--- config.mk ---
export PLATFORM = sky130hd
export DESIGN_NAME = t2c_timer
export DESIGN_NICKNAME = d
export VERILOG_FILES = /design/src/logic/t2c_pkg.sv /design/src/logic/t2c_pin_edge.sv /design/src/logic/t2c_timer.sv
export SDC_FILE = /design/constraint.sdc
export NUM_CORES = 1
export LEC_CHECK = 0
export BUFFER_PORTS_ARGS = -buffer_cell sky130_fd_sc_hd__buf_2
export CORE_ASPECT_RATIO = 0.7
export CORE_UTILIZATION = 61
export DETAILED_ROUTE_END_ITERATION = 8
export GPL_ROUTABILITY_DRIVEN = 0
export PLACE_DENSITY = 0.79
export SETUP_SLACK_MARGIN = 0.05
export SLEW_MARGIN = 20
export SYNTH_ARGS = -nofsm -noshare
export SYNTH_HDL_FRONTEND = slang
export SYNTH_SLANG_ARGS = --single-unit
--- constraint.sdc ---
create_clock -name mclk -period 3.8 [get_ports mclk]
set_input_delay 0.38 -clock mclk [delete_from_list [all_inputs] [get_ports mclk]]
set_output_delay 0.38 -clock mclk [all_outputs]
set_load 0.01 [all_outputs]
--- src/logic/t2c_pkg.sv ---
// constants for the capture/reload timer block
package t2c_pkg;
  // register addresses on the special-function bus
  localparam logic [7:0] ADDR_CONTROL = 8'hc8;
  localparam logic [7:0] ADDR_MODE = 8'hc9;
  localparam logic [7:0] ADDR_RELOAD_LOW = 8'hca;
  localparam logic [7:0] ADDR_RELOAD_HIGH = 8'hcb;
  localparam logic [7:0] ADDR_COUNT_LOW = 8'hcc;
  localparam logic [7:0] ADDR_COUNT_HIGH = 8'hcd;
  // timer_control field positions
  localparam int CTL_OVERFLOW = 7;
  localparam int CTL_EXT_FLAG = 6;
  localparam int CTL_RX_BAUD = 5;
  localparam int CTL_TX_BAUD = 4;
  localparam int CTL_TRIG_EN = 3;
  localparam int CTL_RUN = 2;
  localparam int CTL_COUNT_SRC = 1;
  localparam int CTL_CAPTURE = 0;
  // timer_mode field positions
  localparam int MODE_UPDOWN = 0;
  // reset values
  localparam logic [7:0] CONTROL_RESET = 8'h00;
  localparam logic [0:0] MODE_RESET = 1'h0;
  localparam logic [15:0] RELOAD_RESET = 16'h0000;
  localparam logic [15:0] COUNT_RESET = 16'h0000;
  localparam logic [15:0] COUNT_ALL_ONES = 16'hffff;
  // internal timing clock: core clocks per count step
  localparam int TIMER_DIV = 12;
  localparam int BAUD_DIV = 2;
endpackage

--- src/logic/t2c_pin_edge.sv ---
// two-flop pin synchroniser with falling edge pulse
`timescale 1ns/100ps
`default_nettype none
module t2c_pin_edge (
  input wire logic mclk,
  input wire logic resetn,
  input wire logic pin,
  output logic level,
  output logic fall
);
  logic meta_ff;
  logic sync_ff;
  logic last_ff;

  // pins idle high through pull-ups, so reset to one avoids a false edge
  always_ff @(posedge mclk or negedge resetn)
  begin
    if (!resetn)
    begin
      meta_ff <= 1'b1;
      sync_ff <= 1'b1;
      last_ff <= 1'b1;
    end
    else
    begin
      meta_ff <= pin;
      sync_ff <= meta_ff;
      last_ff <= sync_ff;
    end
  end

  assign level = sync_ff;
  assign fall = last_ff & ~sync_ff;
endmodule
`default_nettype wire

--- src/logic/t2c_timer.sv ---
// capture/reload timer: registers, counter, flags and baud clock select
`timescale 1ns/100ps
`default_nettype none
module t2c_timer (
  input wire logic mclk,
  input wire logic resetn,
  input wire logic [7:0] bus_addr,
  input wire logic [7:0] bus_wdata,
  input wire logic bus_wr,
  input wire logic bus_rd,
  output logic [7:0] bus_rdata,
  input wire logic trigger_pin,
  input wire logic external_count_input,
  input wire logic timer1_overflow,
  input wire logic timer_irq_enable,
  output logic timer_irq,
  output logic rx_baud_clk,
  output logic tx_baud_clk
);
  localparam int DIV_W = $clog2(t2c_pkg::TIMER_DIV);

  logic [7:0] control_ff;
  logic [0:0] mode_ff;
  logic [15:0] reload_ff;
  logic [15:0] count_ff;
  logic [DIV_W-1:0] div_ff;
  logic [7:0] rdata_ff;
  logic irq_ff;
  logic rx_clk_ff;
  logic tx_clk_ff;

  logic trig_level;
  logic trig_fall;
  logic ext_fall;

  logic baud_mode;
  logic updown;
  logic tick;
  logic count_step;
  logic count_up;
  logic overflow;
  logic trig_event;
  logic reload_mode;
  logic [DIV_W-1:0] div_last;
  logic [15:0] nxt_count;
  logic wr_control;
  logic wr_mode;
  logic wr_rel_lo;
  logic wr_rel_hi;
  logic wr_cnt_lo;
  logic wr_cnt_hi;

  function automatic logic hit(input logic strobe, input logic [7:0] a,
                               input logic [7:0] target);
    hit = strobe && (a == target);
  endfunction

  t2c_pin_edge u_trigger (
    .mclk(mclk),
    .resetn(resetn),
    .pin(trigger_pin),
    .level(trig_level),
    .fall(trig_fall)
  );

  t2c_pin_edge u_count_pin (
    .mclk(mclk),
    .resetn(resetn),
    .pin(external_count_input),
    .level(),
    .fall(ext_fall)
  );

  assign wr_control = hit(bus_wr, bus_addr, t2c_pkg::ADDR_CONTROL);
  assign wr_mode = hit(bus_wr, bus_addr, t2c_pkg::ADDR_MODE);
  assign wr_rel_lo = hit(bus_wr, bus_addr, t2c_pkg::ADDR_RELOAD_LOW);
  assign wr_rel_hi = hit(bus_wr, bus_addr, t2c_pkg::ADDR_RELOAD_HIGH);
  assign wr_cnt_lo = hit(bus_wr, bus_addr, t2c_pkg::ADDR_COUNT_LOW);
  assign wr_cnt_hi = hit(bus_wr, bus_addr, t2c_pkg::ADDR_COUNT_HIGH);

  assign baud_mode = control_ff[t2c_pkg::CTL_RX_BAUD] |
                     control_ff[t2c_pkg::CTL_TX_BAUD];
  assign updown = mode_ff[t2c_pkg::MODE_UPDOWN];
  // direction only matters in up/down mode; pin high counts up
  assign count_up = ~updown | trig_level;

  // baud use runs the tick faster, as the serial port expects
  assign div_last = baud_mode ? DIV_W'(t2c_pkg::BAUD_DIV - 1)
                              : DIV_W'(t2c_pkg::TIMER_DIV - 1);
  assign tick = (div_ff >= div_last);

  always_ff @(posedge mclk or negedge resetn)
  begin
    if (!resetn)
      div_ff <= '0;
    else if (tick)
      div_ff <= '0;
    else
      div_ff <= div_ff + DIV_W'(1);
  end

  // external source counts synchronised falling edges only
  assign count_step = control_ff[t2c_pkg::CTL_RUN] &
    (control_ff[t2c_pkg::CTL_COUNT_SRC] ? ext_fall : tick);

  // up: roll from all ones; down: step past the reload value
  assign overflow = count_step &
    (count_up ? (count_ff == t2c_pkg::COUNT_ALL_ONES)
              : (count_ff == reload_ff));

  // in up/down mode the trigger pin steers direction instead
  assign trig_event = trig_fall & control_ff[t2c_pkg::CTL_TRIG_EN] &
                      ~baud_mode & ~updown;
  assign reload_mode = ~control_ff[t2c_pkg::CTL_CAPTURE] |
                       baud_mode;

  always_comb
  begin
    nxt_count = count_ff;
    if (reload_mode && (overflow || trig_event))
      nxt_count = count_up ? reload_ff
                           : t2c_pkg::COUNT_ALL_ONES;
    else if (overflow)
      nxt_count = count_up ? 16'h0000 : t2c_pkg::COUNT_ALL_ONES;
    else if (count_step)
      nxt_count = count_up ? count_ff + 16'h0001 : count_ff - 16'h0001;
    // a software write to a count byte wins over counting
    if (wr_cnt_lo)
      nxt_count[7:0] = bus_wdata;
    if (wr_cnt_hi)
      nxt_count[15:8] = bus_wdata;
  end

  always_ff @(posedge mclk or negedge resetn)
  begin
    if (!resetn)
      count_ff <= t2c_pkg::COUNT_RESET;
    else
      count_ff <= nxt_count;
  end

  // a software write to the pair wins over a capture in the same cycle
  always_ff @(posedge mclk or negedge resetn)
  begin
    if (!resetn)
      reload_ff <= t2c_pkg::RELOAD_RESET;
    else
    begin
      if (trig_event && !reload_mode)
        reload_ff <= count_ff;
      if (wr_rel_lo)
        reload_ff[7:0] <= bus_wdata;
      if (wr_rel_hi)
        reload_ff[15:8] <= bus_wdata;
    end
  end

  // byte writes come from the core's read-modify-write of single bits
  always_ff @(posedge mclk or negedge resetn)
  begin
    if (!resetn)
      control_ff <= t2c_pkg::CONTROL_RESET;
    else
    begin
      if (wr_control)
        control_ff <= bus_wdata;
      // a set in the same cycle as a clearing write is kept
      if (overflow && !baud_mode)
        control_ff[t2c_pkg::CTL_OVERFLOW] <= 1'b1;
      if (trig_event)
        control_ff[t2c_pkg::CTL_EXT_FLAG] <= 1'b1;
    end
  end

  always_ff @(posedge mclk or negedge resetn)
  begin
    if (!resetn)
      mode_ff <= t2c_pkg::MODE_RESET;
    else if (wr_mode)
      mode_ff <= bus_wdata[t2c_pkg::MODE_UPDOWN];
  end

  // unmapped addresses and unused bits read zero
  always_ff @(posedge mclk or negedge resetn)
  begin
    if (!resetn)
      rdata_ff <= 8'h00;
    else if (bus_rd)
    begin
      unique case (bus_addr)
        t2c_pkg::ADDR_CONTROL: rdata_ff <= control_ff;
        t2c_pkg::ADDR_MODE: rdata_ff <= {7'h00, mode_ff};
        t2c_pkg::ADDR_RELOAD_LOW: rdata_ff <= reload_ff[7:0];
        t2c_pkg::ADDR_RELOAD_HIGH: rdata_ff <= reload_ff[15:8];
        t2c_pkg::ADDR_COUNT_LOW: rdata_ff <= count_ff[7:0];
        t2c_pkg::ADDR_COUNT_HIGH: rdata_ff <= count_ff[15:8];
        default: rdata_ff <= 8'h00;
      endcase
    end
    else
      rdata_ff <= 8'h00;
  end

  always_ff @(posedge mclk or negedge resetn)
  begin
    if (!resetn)
      irq_ff <= 1'b0;
    else
      irq_ff <= timer_irq_enable &
        (control_ff[t2c_pkg::CTL_OVERFLOW] |
         (control_ff[t2c_pkg::CTL_EXT_FLAG] & ~updown));
  end

  // serial port applies these only in its modes 1 and 3
  always_ff @(posedge mclk or negedge resetn)
  begin
    if (!resetn)
    begin
      rx_clk_ff <= 1'b0;
      tx_clk_ff <= 1'b0;
    end
    else
    begin
      rx_clk_ff <= control_ff[t2c_pkg::CTL_RX_BAUD] ?
                   overflow : timer1_overflow;
      tx_clk_ff <= control_ff[t2c_pkg::CTL_TX_BAUD] ?
                   overflow : timer1_overflow;
    end
  end

  assign bus_rdata = rdata_ff;
  assign timer_irq = irq_ff;
  assign rx_baud_clk = rx_clk_ff;
  assign tx_baud_clk = tx_clk_ff;
endmodule
`default_nettype wire

==> flow_metrics.env <==
export IMPL_io_buffers=34
export IMPL_setup_violations_final=0
export IMPL_status="complete, no violations"
export IMPL_synthCells=495
export IMPL_cts_buffers=9
export IMPL_cts_max_level=3
export IMPL_cts_sink_count=62
export IMPL_slew_violations=0
export IMPL_fp_dieArea_um2=7410
export IMPL_yosysTopAreaCell="dfrtp_1"
export IMPL_dp_slack_ns=0.9779
export IMPL_start_kind="flop"
export IMPL_fillCellCount=548
export IMPL_cp_arrival_ns=3.20
export IMPL_placed_cell_area_um2=4425
export IMPL_syn_area_um2=4309
export IMPL_dp_cells=588
export IMPL_p_per_area_nw_per_um2=433.7
export IMPL_timing_final_crit_share_pct=76.64
export IMPL_hpwl_um=8603
export IMPL_grt_ovfl_total=0
export IMPL_regToRegSetupSlack_ns=0.89
export IMPL_end_kind="flop"
export IMPL_synthTopCellsByCount="57 x nand2_1, 56 x dfrtp_1, 46 x a21oi_1"
export IMPL_max_freq_mhz=343.4
export IMPL_hold_depth=1
export IMPL_cp_max_fo=9
export IMPL_drc=0
export IMPL_synthesis_nets=523
export IMPL_min_delay_start="external_count_input"
export IMPL_register_area_um2=1559
export IMPL_chipWidth_um=102.5
export IMPL_fp_coreArea_um2=6788
export IMPL_ys_seq_elements=62
export IMPL_r2r_end="count_ff[14]"
export IMPL_cts_root_buf="clkbuf_8"
export IMPL_initial_core_util_pct=63.48
export IMPL_synthDistinctLibCells=65
export IMPL_hold_class="in -> reg"
export IMPL_tightest_slew_ns=0.9518
export IMPL_multi_input_area_um2=2519
export IMPL_wl_per_cell_um=20.40
export IMPL_design_area_um2=4599
export IMPL_wl_met2_um=5326
export IMPL_fin_nets=533
export IMPL_final_hold_viol_count=0
export IMPL_drive_gt1_share_pct=16.86
export IMPL_finClkSkew_ns=0.009484
export IMPL_max_clock_path_buffers=2
export IMPL_slew_headroom_pct=35.96
export IMPL_r2r_start="u_trigger.level"
export IMPL_post_cts_buffers=0
export IMPL_grt_pass1_wl_um=19730
export IMPL_diodes=0
export IMPL_vias_per_cell=6.717
export IMPL_routed_wl_um=12320
export IMPL_synth_edf_count=0
export IMPL_die_height_um=72.32
export IMPL_drv_cap=0
export IMPL_crit_type="reg -> reg"
export IMPL_first_iter_violations=462
export IMPL_holdBufCountCts=0
export IMPL_period_minus_slack_ns=2.912
export IMPL_rows=25
export IMPL_cts_resized_gates=0
export IMPL_synth_top_flop_cell="dfrtp_1"
export IMPL_synth_top_area_share_pct=32.52
export IMPL_cts_tree="yes"
export IMPL_ios=35
export IMPL_crit_path_end="count_ff[14]"
export IMPL_drt_pass1_iterations=6
export IMPL_antenna_found_initial=0
export IMPL_seq_area_frac_synth_pct=36.18
export IMPL_post_synth_cell_area_avg_um2=8.705
export IMPL_p_leak_nw=2.008
export IMPL_post_synth_top_count_cell="nand2_1"
export IMPL_crit_start="u_trigger.level"
export IMPL_ir_worst_vdd_uv=390.7
export IMPL_top_layer_used="met4"
export IMPL_vias=4057
export IMPL_grtUsageTotal_pct=35.75
export IMPL_worst_ep_required_time_ns=4.08
export IMPL_rsz0062_at_grt="false"
export IMPL_hold_slack_ns=0.1157
export IMPL_async_reset_ff_share_pct=100.0
export IMPL_rr_worst_depth=10
export IMPL_grt_pass1_vias=3769
export IMPL_dr_wl_met3_um=1415
export IMPL_detail_route_antenna_nets=0
export IMPL_insertion_delay_ns=0.36
export IMPL_wirelength_met1_um=5329
export IMPL_setup_slack_ns=0.8877
export IMPL_stdcell_count=604
export IMPL_syn2layout_area_growth_pct=6.736
export IMPL_grt_max_degree=42
export IMPL_ys_warn_count=0
export IMPL_fin_tns_setup_ns=0
export IMPL_synth_area_leaders="dfrtp_1 33%, mux2i_1 7.2%, a21oi_1 5.3%"
export IMPL_cts_clk_slew_worst_paths_ns=0.07
==> worst min path at each step <==
stage / slack [ns] / endpoint
2_1_floorplan: 0.08 / bus_rdata[0]
3_3_place_gp: 0.35 / u_trigger.level
3_5_place_dp: 0.35 / u_count_pin.level
4_1_cts: 0.11 / u_count_pin.meta_ff
5_1_grt: 0.10 / u_trigger.meta_ff
6_report: 0.12 / u_count_pin.meta_ff
==> cell families (layout without fill, tap and decap cells) <==
family	count (synthesis)	in the layout	synth area share (%)
AND/OR/NAND/NOR	179	179	22.21
buffers and inverters	46	61	5.371
adder cells (fa/ha/maj)	4	4	1.161
AO/OA/AOI/OAI	141	141	20.96
XOR/XNOR	25	25	5.081
multiplexers	38	38	9.030
flip-flops	62	62	36.18
==> metrics by stage <==
stage | util [%] | power [W]
floorplan | - | 0.001314
global placement | 65.20 | 0.001448
detailed placement | 65.20 | 0.001468
CTS | 67.76 | 0.001981
global route | 67.76 | 0.002108
finish | 67.76 | 0.001995
==> worst max-delay path: stages, from the launching register on <==
cell and delay, ns:
dfstp_2 0.70, nand2b_1 0.20, xnor2_1 0.10, ha_1 0.27, nor3_1 0.27, nand4b_1 0.21
or3b_1 0.43, o32ai_1 0.28, xor2_1 0.17, a21oi_1 0.08, o21ai_1 0.14
==> power by group <==
group / switching [W] / leakage, nW / internal [W] / total, W
combinational: 0.000264 / 1.19 / 0.000225 / 0.000489
clock: 0.000281 / 0.0816 / 0.000236 / 0.000518
sequential: 0.000240 / 0.736 / 0.000748 / 0.000988
==> per-layer routing <==
metal / vias to the layer above / GRT usage, %
li1: 1856 / -
met1: 1932 / 48.13
met2: 240 / 52.67
met4: 0 / 11.75
met3: 29 / 13.78
met5: - / 0
==> layout make-up <==
class	count	area share (%)
flip-flops and latches	62	33.90
repair buffers	39	4.516
clock inverters	7	1.088
clock buffers	9	2.693
inverters	6	0.4897
well taps	94	2.557
multi-input cells	387	54.76
==> layout by cell type (no fill, tap or decap), types with 3 or more instances in the layout <==
cell / n
nand2_1: 57
nor2_1: 37
nand4_1: 7
a31oi_1: 9
xnor2_1: 9
mux2_2: 7
o31ai_1: 3
a222oi_1: 6
inv_1: 5
nand4bb_1: 3
clkinvlp_4: 3
and3_1: 9
clkbuf_8: 9
a21oi_1: 46
nor4_1: 8
o22ai_1: 7
or4_1: 3
dfstp_2: 6
ha_1: 4
dfrtp_1: 56
o32ai_1: 6
o21ai_0: 25
o21a_1: 11
buf_2: 34
nand3_1: 13
xor2_1: 16
o21ai_1: 11
nor2b_1: 5
a32o_1: 3
mux2i_1: 31
nor3_1: 13
buf_4: 5
==> sequential cells by signal, summed over array words and instances (netlist names) <==
name	cells
bus_rdata	8
control_ff	8
count_ff	16
div_ff	4
mode_ff	1
reload_ff	16
rx_baud_clk	1
timer_irq	1
tx_baud_clk	1
u_count_pin.last_ff	1
u_count_pin.level	1
u_count_pin.meta_ff	1
u_trigger.last_ff	1
u_trigger.level	1
u_trigger.meta_ff	1
Note: power is estimated with default switching activity, not from simulation.
